## config.mk

```make
export PLATFORM = sky130hd
export DESIGN_NAME = spms_top
export DESIGN_NICKNAME = d
export VERILOG_FILES = /design/src/hw/spms_pkg.sv /design/src/hw/spms_fifo.sv /design/src/hw/spms_clkdiv.sv /design/src/hw/spms_top.sv
export VERILOG_INCLUDE_DIRS = /design/src /design/src/hw
export SDC_FILE = /design/constraint.sdc
export NUM_CORES = 1
export LEC_CHECK = 0
export BUFFER_PORTS_ARGS = -buffer_cell sky130_fd_sc_hd__buf_4
export CAP_MARGIN = 10
export CORE_MARGIN = 5
export CORE_UTILIZATION = 50
export CTS_CLUSTER_DIAMETER = 40
export DETAILED_ROUTE_END_ITERATION = 8
export GPL_ROUTABILITY_DRIVEN = 0
export HOLD_SLACK_MARGIN = 0.1
export PLACE_DENSITY = 0.66
export SLEW_MARGIN = 20
export SYNTH_ARGS = -nofsm -noshare
export SYNTH_HDL_FRONTEND = slang
export SYNTH_HIERARCHICAL = 1
export SYNTH_SLANG_ARGS = --single-unit
export TNS_END_PERCENT = 50
```

## constraint.sdc

```tcl
create_clock -name I_CORE_CLK -period 7 [get_ports I_CORE_CLK]
set_input_delay 0.7 -clock I_CORE_CLK [delete_from_list [all_inputs] [get_ports I_CORE_CLK]]
set_output_delay 0.7 -clock I_CORE_CLK [all_outputs]
set_load 0.05 [all_outputs]
```

## src/hw/spms_cfg.svh

```systemverilog
/*
  Constants of the serial master/slave port: FIFO shape, word-size limits,
  interrupt source positions and frame-format codes.
  Assumes inclusion by bare name from the package and the design modules.
*/
// Behaviour
// - Port works as master or slave, in chip-select or frame-sync format.
// - Transmit and receive paths each have a 32 by 16-bit FIFO.
// - Bits leave on the data output, arrive on data input, form words.
// - Serial clock comes from kernel clock via prescaler then bit-rate divider.
// - Frame format and word size come from per-slave settings; mode is global.
// - Combined interrupt is high while any unmasked source is active.
// - Selects are active-high sync pulses in frame-sync, active-low selects otherwise.
// - Frames carry the programmed 4 to 16 bits, most significant first.
// - Master drives clock and selects; slave takes them as inputs.
// - Slave uses only select zero; other selects are ignored.
// - Master serial clock never exceeds half the kernel clock.
// - Register side and rate divisor run on the one core clock.
// - Master addresses up to four slaves in turn, one select each.
// - Transmit, receive and overrun interrupt sources each have a mask.
// - Loopback feeds the sent stream to the receiver in place of the data input; the data output still carries it.
`ifndef SPMS_CFG_SVH
`define SPMS_CFG_SVH
`define SPMS_WORD_W 16
`define SPMS_FIFO_DEPTH 32
`define SPMS_NUM_SLV 4
`define SPMS_WS_MIN 4
`define SPMS_WS_MAX 16
`define SPMS_PRE_W 8
`define SPMS_DIV_W 8
`define SPMS_IRQ_TX 0
`define SPMS_IRQ_RX 1
`define SPMS_IRQ_OVR 2
`define SPMS_FMT_SPI 1'b0
`define SPMS_FMT_SSI 1'b1
`endif

```

## src/hw/spms_pkg.sv

```systemverilog
/*
  Types shared by the serial port modules.
  Assumes spms_cfg.svh is on the include path.
*/
package spms_pkg;
`include "spms_cfg.svh"
  typedef logic [`SPMS_WORD_W-1:0] spms_word_t;
  // Gray codes along idle, setup, shift, done
  typedef enum logic [1:0] {
    ST_IDLE = 2'b00,
    ST_SETUP = 2'b01,
    ST_SHIFT = 2'b11,
    ST_DONE = 2'b10
  } spms_state_e;
endpackage

```

## src/hw/spms_fifo.sv

```systemverilog
/*
  Flip-flop FIFO with valid/ready on both sides.
  Assumes one clock and a synchronous active-high reset.
*/
`timescale 1ns/1ps
module spms_fifo #(
  parameter int W = 16,
  parameter int DEPTH = 32
) (
  // Clock and reset
  input wire logic i_clk,
  input wire logic i_srst,
  // Fill side
  input wire logic i_valid,
  input wire logic [W-1:0] i_data,
  output logic o_ready,
  // Drain side
  output logic o_valid,
  output logic [W-1:0] o_data,
  input wire logic i_ready
);
  localparam int AW = $clog2(DEPTH);
  if (DEPTH < 2 || (1 << AW) != DEPTH) begin : g_bad_depth
    $error("FIFO depth must be a power of two");
  end
  logic [W-1:0] mem_q [DEPTH];
  logic [AW:0] wp_q, wp_d, rp_q, rp_d;
  logic push, pop;

  assign o_ready = (wp_q ^ rp_q) != {1'b1, {AW{1'b0}}};
  assign o_valid = wp_q != rp_q;
  assign o_data = mem_q[rp_q[AW-1:0]];
  assign push = i_valid && o_ready;
  assign pop = o_valid && i_ready;

  always_comb begin
    wp_d = push ? wp_q + 1'b1 : wp_q;
    rp_d = pop ? rp_q + 1'b1 : rp_q;
  end

  always_ff @(posedge i_clk) begin
    if (i_srst) begin
      wp_q <= '0;
      rp_q <= '0;
    end else begin
      wp_q <= wp_d;
      rp_q <= rp_d;
    end
    if (push) begin
      mem_q[wp_q[AW-1:0]] <= i_data;
    end
  end
endmodule // spms_fifo

```

## src/hw/spms_clkdiv.sv

```systemverilog
/*
  Prescaler followed by bit-rate divider; one-cycle tick per serial half period.
  Assumes restart is held while no frame runs, so ticks align to frame start.
*/
`timescale 1ns/1ps
module spms_clkdiv #(
  parameter int PW = 8,
  parameter int DW = 8
) (
  // Clock and reset
  input wire logic i_clk,
  input wire logic i_srst,
  // Control
  input wire logic i_restart,
  input wire logic [PW-1:0] i_prescale,
  input wire logic [DW-1:0] i_divisor,
  // Half-period enable
  output logic o_tick
);
  if (PW < 1 || DW < 1) begin : g_bad_width
    $error("divider widths must be positive");
  end
  logic [PW-1:0] pre_q, pre_d;
  logic [DW-1:0] div_q, div_d;
  logic pre_end;

  // prescale then divide
  // Prescale of zero acts as one, so a tick is never faster than every cycle
  assign pre_end = (pre_q + 1'b1 >= i_prescale);
  assign o_tick = pre_end && (div_q >= i_divisor) && !i_restart;

  always_comb begin
    pre_d = pre_q;
    div_d = div_q;
    if (i_restart) begin
      pre_d = '0;
      div_d = '0;
    end else if (pre_end) begin
      pre_d = '0;
      div_d = o_tick ? '0 : div_q + 1'b1;
    end else begin
      pre_d = pre_q + 1'b1;
    end
  end

  always_ff @(posedge i_clk) begin
    if (i_srst) begin
      pre_q <= '0;
      div_q <= '0;
    end else begin
      pre_q <= pre_d;
      div_q <= div_d;
    end
  end
endmodule // spms_clkdiv

```

## src/hw/spms_top.sv

```systemverilog
/*
  Serial master/slave port: transmit and receive FIFOs, master frame engine
  with clock divider, slave frame engine, loopback and combined interrupt.
  Assumes one core clock; pins from outside are synchronised here.
*/
`timescale 1ns/1ps
`include "spms_cfg.svh"
module spms_top #(
  parameter int FIFO_DEPTH = `SPMS_FIFO_DEPTH
) (
  // Clock and reset
  input wire logic I_CORE_CLK,
  input wire logic I_SRST,
  // Global control
  input wire logic I_ENABLE,
  input wire logic I_MASTER,
  input wire logic I_LOOPBACK,
  input wire logic [`SPMS_PRE_W-1:0] I_PRESCALE,
  input wire logic [`SPMS_DIV_W-1:0] I_DIVISOR,
  // Per-slave settings
  input wire logic [`SPMS_NUM_SLV-1:0] I_SLV_EN,
  input wire logic [`SPMS_NUM_SLV-1:0] I_SLV_FMT,
  input wire logic [4*`SPMS_NUM_SLV-1:0] I_SLV_WSIZE,
  // Transmit FIFO fill side
  input wire logic I_TX_VALID,
  input wire spms_pkg::spms_word_t I_TX_DATA,
  output logic O_TX_READY,
  // Receive FIFO drain side
  output logic O_RX_VALID,
  output spms_pkg::spms_word_t O_RX_DATA,
  input wire logic I_RX_READY,
  // Interrupt
  input wire logic [2:0] I_IRQ_MASK,
  input wire logic I_OVR_CLR,
  output logic O_OVERRUN,
  output logic O_BUSY,
  output logic O_IRQ,
  // Serial pins
  output logic O_SDO,
  input wire logic I_SDI,
  input wire logic I_SCK,
  output logic O_SCK,
  output logic O_SCK_OE_N,
  input wire logic I_SEL0,
  output logic [`SPMS_NUM_SLV-1:0] O_SEL,
  output logic [`SPMS_NUM_SLV-1:0] O_SEL_OE_N
);
  import spms_pkg::*;
  if (FIFO_DEPTH < 2) begin : g_bad_depth
    $error("FIFO depth too small");
  end

  // ************************************************************
  // Helpers
  // ************************************************************
  // Word size field holds bits minus one; codes below four clamp to four
  function automatic logic [4:0] f_bits(input logic [3:0] ws);
    f_bits = (ws < 4'(`SPMS_WS_MIN - 1)) ? 5'(`SPMS_WS_MIN) : 5'(ws) + 5'h01;
  endfunction
  function automatic spms_word_t f_align(input spms_word_t w, input logic [4:0] b);
    f_align = w << (5'(`SPMS_WS_MAX) - b);
  endfunction

  // ************************************************************
  // Pin synchronisers
  // ************************************************************
  logic [2:0] pin_in, s1_q, s2_q, s3_q, flt_q, flt_d, prv_q;
  assign pin_in = {I_SEL0, I_SCK, I_SDI};
  // A change counts once the second and third stages agree
  always_comb begin
    flt_d = (~(s2_q ^ s3_q) & s3_q) | ((s2_q ^ s3_q) & flt_q);
  end
  always_ff @(posedge I_CORE_CLK) begin
    s1_q <= pin_in;
    s2_q <= s1_q;
    s3_q <= s2_q;
    if (I_SRST) begin
      flt_q <= 3'h4;
      prv_q <= 3'h4;
    end else begin
      flt_q <= flt_d;
      prv_q <= flt_q;
    end
  end

  // ************************************************************
  // FIFOs
  // ************************************************************
  logic tx_vld, tx_pop, rx_push, rx_rdy;
  spms_word_t tx_dat, rx_word;
  spms_fifo #(.W(`SPMS_WORD_W), .DEPTH(FIFO_DEPTH)) u_txf (
    .i_clk(I_CORE_CLK), .i_srst(I_SRST),
    .i_valid(I_TX_VALID), .i_data(I_TX_DATA), .o_ready(O_TX_READY),
    .o_valid(tx_vld), .o_data(tx_dat), .i_ready(tx_pop)
  );
  spms_fifo #(.W(`SPMS_WORD_W), .DEPTH(FIFO_DEPTH)) u_rxf (
    .i_clk(I_CORE_CLK), .i_srst(I_SRST),
    .i_valid(rx_push), .i_data(I_MASTER ? rxsh_q : rx_word), .o_ready(rx_rdy),
    .o_valid(O_RX_VALID), .o_data(O_RX_DATA), .i_ready(I_RX_READY)
  );

  // ************************************************************
  // Frame engines
  // ************************************************************
  spms_state_e st_q, st_d;
  logic sck_q, sck_d, sact_q, sact_d, srel_q, srel_d, tick, ovr_q, ovr_d;
  logic [1:0] cur_q, cur_d, nslv;
  logic [`SPMS_NUM_SLV-1:0] act_q, act_d;
  logic [4:0] cnt_q, cnt_d, bits_c, bits_n, bits_s, nrise_q, nrise_d;
  spms_word_t txsh_q, txsh_d, rxsh_q, rxsh_d;
  logic sdi_v, s_rise, s_fall, s_sel, fmt_c, fmt_s, s_start, s_stop;

  spms_clkdiv #(.PW(`SPMS_PRE_W), .DW(`SPMS_DIV_W)) u_div (
    .i_clk(I_CORE_CLK), .i_srst(I_SRST),
    .i_restart(st_q == ST_IDLE || !I_MASTER),
    .i_prescale(I_PRESCALE), .i_divisor(I_DIVISOR), .o_tick(tick)
  );

  always_comb begin
    nslv = cur_q;
    for (int k = 3; k >= 1; k--) begin
      if (I_SLV_EN[2'(cur_q + 2'(k))]) begin
        nslv = 2'(cur_q + 2'(k));
      end
    end
    if (I_SLV_EN == '0) begin
      nslv = 2'h0;
    end
  end

  assign bits_n = f_bits(I_SLV_WSIZE[4*nslv +: 4]);
  assign bits_c = f_bits(I_SLV_WSIZE[4*cur_q +: 4]);
  assign fmt_c = I_SLV_FMT[cur_q];
  assign bits_s = f_bits(I_SLV_WSIZE[3:0]);
  assign fmt_s = I_SLV_FMT[0];
  assign s_sel = flt_q[2];
  assign s_rise = flt_q[1] && !prv_q[1];
  assign s_fall = !flt_q[1] && prv_q[1];
  assign sdi_v = I_LOOPBACK ? txsh_q[`SPMS_WORD_W-1] : flt_q[0];
  assign s_start = (fmt_s == `SPMS_FMT_SSI) ? (s_fall && s_sel) : (!s_sel && !sact_q);
  assign s_stop = (fmt_s == `SPMS_FMT_SSI) ? (s_fall && srel_q && !s_sel) : s_sel;
  assign rx_word = {rxsh_q[`SPMS_WORD_W-2:0], sdi_v};

  always_comb begin
    st_d = st_q;
    sck_d = sck_q;
    act_d = act_q;
    cur_d = cur_q;
    cnt_d = cnt_q;
    txsh_d = txsh_q;
    rxsh_d = rxsh_q;
    sact_d = sact_q;
    srel_d = srel_q;
    nrise_d = (st_q == ST_IDLE) ? 5'h00 : nrise_q;
    tx_pop = 1'b0;
    rx_push = 1'b0;
    if (!I_ENABLE) begin
      st_d = ST_IDLE;
      sck_d = 1'b0;
      act_d = '0;
      sact_d = 1'b0;
      srel_d = 1'b0;
    end else if (I_MASTER) begin
      sact_d = 1'b0;
      srel_d = 1'b0;
      unique case (st_q)
        ST_IDLE: begin
          sck_d = 1'b0;
          if (tx_vld) begin
            tx_pop = 1'b1;
            cur_d = nslv;
            txsh_d = f_align(tx_dat, bits_n);
            rxsh_d = '0;
            cnt_d = 5'h00;
            act_d = 4'(1) << nslv;
            st_d = ST_SETUP;
          end
        end
        ST_SETUP: begin
          // frame pulse one bit period ahead of the first bit
          if (tick && fmt_c == `SPMS_FMT_SSI) begin
            sck_d = !sck_q;
            if (sck_q) begin
              act_d = '0;
              st_d = ST_SHIFT;
            end
          end else if (tick) begin
            st_d = ST_SHIFT;
          end
        end
        ST_SHIFT: begin
          // sample on rise, shift on fall
          if (tick && !sck_q) begin
            sck_d = 1'b1;
            rxsh_d = rx_word;
            nrise_d = nrise_q + 5'h01;
          end else if (tick) begin
            sck_d = 1'b0;
            if (cnt_q == bits_c - 5'h01) begin
              rx_push = 1'b1;
              st_d = ST_DONE;
            end else begin
              cnt_d = cnt_q + 5'h01;
              txsh_d = txsh_q << 1;
            end
          end
        end
        ST_DONE: begin
          // Deselect gap of one half period between frames
          act_d = '0;
          if (tick) begin
            st_d = ST_IDLE;
          end
        end
      endcase
    end else begin
      st_d = ST_IDLE;
      sck_d = 1'b0;
      act_d = '0;
      // edges detectable only at a quarter of the core rate
      if (s_stop) begin
        sact_d = 1'b0;
        srel_d = 1'b0;
      end else if (s_start || (sact_q && s_fall && srel_q)) begin
        sact_d = 1'b1;
        srel_d = 1'b0;
        tx_pop = tx_vld;
        txsh_d = tx_vld ? f_align(tx_dat, bits_s) : '0;
        rxsh_d = '0;
        cnt_d = 5'h00;
      end else if (sact_q && s_rise) begin
        rxsh_d = rx_word;
        if (cnt_q == bits_s - 5'h01) begin
          rx_push = 1'b1;
          srel_d = 1'b1;
          cnt_d = 5'h00;
        end else begin
          cnt_d = cnt_q + 5'h01;
        end
      end else if (sact_q && s_fall) begin
        txsh_d = txsh_q << 1;
      end
    end
  end

  // set wins over clear; dropped word never enters the FIFO
  always_comb begin
    ovr_d = (ovr_q && !I_OVR_CLR) || (rx_push && !rx_rdy);
  end

  always_ff @(posedge I_CORE_CLK) begin
    if (I_SRST) begin
      st_q <= ST_IDLE;
      sck_q <= 1'b0;
      act_q <= '0;
      cur_q <= 2'h3;
      cnt_q <= 5'h00;
      txsh_q <= '0;
      rxsh_q <= '0;
      sact_q <= 1'b0;
      srel_q <= 1'b0;
      ovr_q <= 1'b0;
      nrise_q <= 5'h00;
    end else begin
      st_q <= st_d;
      sck_q <= sck_d;
      act_q <= act_d;
      cur_q <= cur_d;
      cnt_q <= cnt_d;
      txsh_q <= txsh_d;
      rxsh_q <= rxsh_d;
      sact_q <= sact_d;
      srel_q <= srel_d;
      ovr_q <= ovr_d;
      nrise_q <= nrise_d;
    end
  end

  // ************************************************************
  // Outputs
  // ************************************************************
  logic [2:0] irq_src;
  // sources: transmit empty, receive pending, overrun
  assign irq_src = {ovr_q, O_RX_VALID, !tx_vld};
  assign O_IRQ = |(irq_src & ~I_IRQ_MASK);
  assign O_OVERRUN = ovr_q;
  assign O_BUSY = (st_q != ST_IDLE) || sact_q;
  assign O_SDO = txsh_q[`SPMS_WORD_W-1];
  assign O_SCK = sck_q;
  // drive only as master; low enable means driving
  assign O_SCK_OE_N = !I_MASTER;
  assign O_SEL_OE_N = {`SPMS_NUM_SLV{!I_MASTER}};
  assign O_SEL = (act_q & I_SLV_FMT) | (~act_q & ~I_SLV_FMT);
endmodule // spms_top

```

==> results.txt <==
status: finished, final reports clean
Fin Setup TNS: 0 ns
endpoints failing setup: 0
largest net degree at the start of global routing: 129
drt drc: 0
max cap viols: 0
Worst-Margin Slew: 1.09 ns
pwr dens: 282 nW/um2
CP max stage delay: 0.71 ns
vias in the first global route: 28.0k
setup bufs post-CTS: 0
die area: 103000 um2
RSZ-0062 raised after global routing: no
Gate power share: 5.6%
synth unique cells: 95
slowest CP cell: mux4_1
switching part of the total: 22.1%
Area after DPL: 50300 um2
htree depth: 4
initial antenna violation count: 1
core region area: 96100 um2
P_int: 0.0121 W
R2R setup slack: 1.26 ns
FF/Latch Area: 33000 um2
endpoints failing hold: 0
aggregate global-route resource usage: 22.4%
Reg2Reg Depth: 14
period utilization: 82.0%
Hold EP: u_rxf/rp_q[1]
CP arrival: 6.10 ns
Worst VDD drop: 0.000268 V
switching power: 0.00344 W
#FFs+latches synth: 1136
die height: 321 um
starting DRC count in detailed routing: 2822
slew margin rel.: 27.2%
Clock Power Share: 47.0%
Worst Hold Launch: I_RX_READY
Die X: 321 um
HPWL Detailed: 71600 um
Cell Rows: 114
Post-Syn Area per Cell: 15.1 um2
grt total ovfl: 0
Worst Setup End Kind: register
CTS tree: yes
Worst-path clk slew: 0.06 ns
I/O pin cnt: 102
Synth Cell Area: 48200 um2
Final Critical Period: 5.74 ns
CP Max Fanout: 16
Seq/Total Area, Yosys: 68.4%
Worst Hold Path Cells: 3
total CTS buffers: 140
Worst Skew: 0.0427 ns
via count: 28.1k
Synth Warn #: 6
port bufs: 101
worst setup path startpoint: cur_q[0]
multi-input logic area: 14100 um2
startpoint types: register
Syn Inst Count: 3185
Worst Setup Path Type: reg2reg
first-pass GRT wire length: 175000 um
CP required: 7.35 ns
clock root cell: clkbuf_16
Final Max Slew Viols: 0
routed wire length: 117000 um
post-route ant nets: 0
Longest Clk Path Bufs: 3
Pleak: 17.6 nW
Post-synth EDFFs: 1024
number of clock sinks: 1136
DRT Pass-1 Iters: 7
Synth-to-Final Area Change: 14.5%
share of post-route cells with drive strength above 1: 15.4%
fillcell total: 7447
Vias per Instance: 5.95
r2r startpoint: cur_q[0]
ANT cells: 0
Starting Density: 50.2%
wire per inst: 24.8 um
syn_nets: 3296
Core Util, Final: 57.4%
Final Cell Area: 55200 um2
ys flop type: edfxtp_1
ys async rst share: 0%
Skew-Pair Late Insertion Delay: 0.74 ns
HP Class: in2reg
cell mode on critical path: ha_1
worst r2r dst: u_rxf/mem_q[15][10]
worst-path cell chain: mux4_1 -> ha_1 -> nor3_1 -> or2_2 -> ha_1 -> nor2_1 -> a311oi_1 -> xor2_1 -> a2111oi_4 -> a32oi_1 -> nor2b_1 -> o211ai_4 -> or2_1 -> inv_1
Nets: 3440
Fmax: 174 MHz
sequential share of power: 47.5%
area by class of cell:
type | count | share of cell area [%]
Sequential cell | 1136 | 59.8
Multi-Input combinational cell | 1820 | 25.6
Clock buffer | 161 | 6.66
Tap cell | 1276 | 2.89
Timing Repair Buffer | 192 | 2.72
Clock inverter | 96 | 2.08
Inverter | 39 | 0.265
layout by cell type, fill, tap and decap left out, drive strengths merged, types with 25 or more instances in the layout:
| cell type | synthesis | layout |
|---|---|---|
| nand2b | 25 | 25 |
| nor2 | 148 | 148 |
| xnor2 | 32 | 32 |
| clkinv | 0 | 45 |
| a22o | 65 | 65 |
| nand4 | 46 | 46 |
| a21oi | 126 | 126 |
| dfxtp | 112 | 112 |
| a22oi | 141 | 141 |
| buf | 117 | 189 |
| a31oi | 38 | 38 |
| mux2i | 564 | 564 |
| inv | 39 | 61 |
| nor3 | 53 | 53 |
| nand3 | 106 | 106 |
| clkbuf | 73 | 161 |
| edfxtp | 1024 | 1024 |
| nand2 | 156 | 156 |
| ha | 41 | 41 |
sequential cells by signal, summed over array words and instances (netlist names), 4 cells and up, named ones only:
register,flops
act_q,4
cnt_q,5
rxsh_q,16
txsh_q,16
u_div/div_q,8
u_div/pre_q,8
u_rxf/mem_q,512
u_rxf/rp_q,6
u_rxf/wp_q,6
u_txf/mem_q,512
u_txf/rp_q,6
u_txf/wp_q,6
kinds of logic after synthesis:
| family | Yosys count | share of synthesized area, % |
|---|---|---|
| AO/OA/AOI/OAI | 490 | 7.40 |
| XOR/XNOR | 54 | 1.06 |
| adder cells (fa/ha/maj) | 41 | 1.06 |
| buffers and inverters | 229 | 2.42 |
| flip-flops | 1136 | 68.4 |
| multiplexers | 607 | 13.2 |
| AND/OR/NAND/NOR | 628 | 6.44 |
worst max-delay path, delay by kind of cell, from the launching register on:
kind	cells	cell delay, ns
AOI/OAI and AO/OA	4	1.37
xor gates and xnor gates	1	0.17
adders and majority gates	2	0.48
buffers and inverters	1	0.47
DFF	1	0.65
muxes	1	0.71
and+or+nand+nor	5	1.52
stage by stage:
| step | total power, W | instances | setup WS (ns) | hold WS, ns |
|---|---|---|---|---|
| floorplan | 0.00812 | 3185 | 2.07 | 0.310 |
| global placement | 0.00837 | 4460 | 1.34 | 0.314 |
| detailed placement | 0.00839 | 4460 | 1.23 | 0.314 |
| CTS | 0.0157 | 4720 | 1.27 | 0.251 |
| global route | 0.0161 | 4720 | 1.02 | 0.268 |
| finish | 0.0156 | 4720 | 1.26 | 0.304 |
worst max-delay path by stage:
stage | to | slack [ns] | cells after the start
finish | u_rxf/mem_q[15][10] | 1.26 | 14
global route | u_rxf/mem_q[15][10] | 1.02 | 14
CTS | u_rxf/mem_q[15][10] | 1.27 | 14
detailed placement | u_rxf/mem_q[15][7] | 1.23 | 15
global placement | u_rxf/mem_q[15][13] | 1.34 | 15
floorplan | u_rxf/mem_q[29][0] | 2.07 | 15
cell usage after synthesis, types with 16 or more instances:
cell,instances,area [um2]
edfxtp_1,1024,30700
mux2i_1,564,5650
nand2_1,154,578
nor2_1,146,548
a22oi_1,141,1060
a21oi_1,121,606
dfxtp_1,112,2240
nand3_1,104,521
clkbuf_1,67,251
a22o_1,65,569
buf_2,62,310
nor3_1,50,250
nand4_1,46,288
ha_1,41,513
inv_1,39,146
a31oi_1,38,238
buf_4,34,255
xnor2_1,29,254
nand2b_1,24,150
nor2b_1,24,150
xor2_1,21,184
mux2_2,20,225
a211oi_1,16,120
mux4_2,16,360
timing repair:
| item | CTS | global route |
|---|---|---|
| resized for setup | 0 | 0 |
| hold buffers | 3 | 0 |
| hold endpoints to repair | 3 | 0 |
routing by layer:
layer / part of all wire, % / track usage (%)
met3: 6.1 / 3.68
met2: 49 / 37.1
met5: 0 / 0
met4: 3.0 / 7.75
met1: 42 / 30.4
power groups by stage:
| stage | clock network [W] | registers (W) | logic (W) |
|---|---|---|---|
| detailed placement | 0 | 0.00754 | 0.000854 |
| finish | 0.00732 | 0.00740 | 0.000865 |
| global placement | 0 | 0.00753 | 0.000835 |
| CTS | 0.00744 | 0.00740 | 0.000860 |
| global route | 0.00778 | 0.00739 | 0.000931 |
| floorplan | 0 | 0.00753 | 0.000590 |
Note: power is estimated with default switching activity, not from simulation.
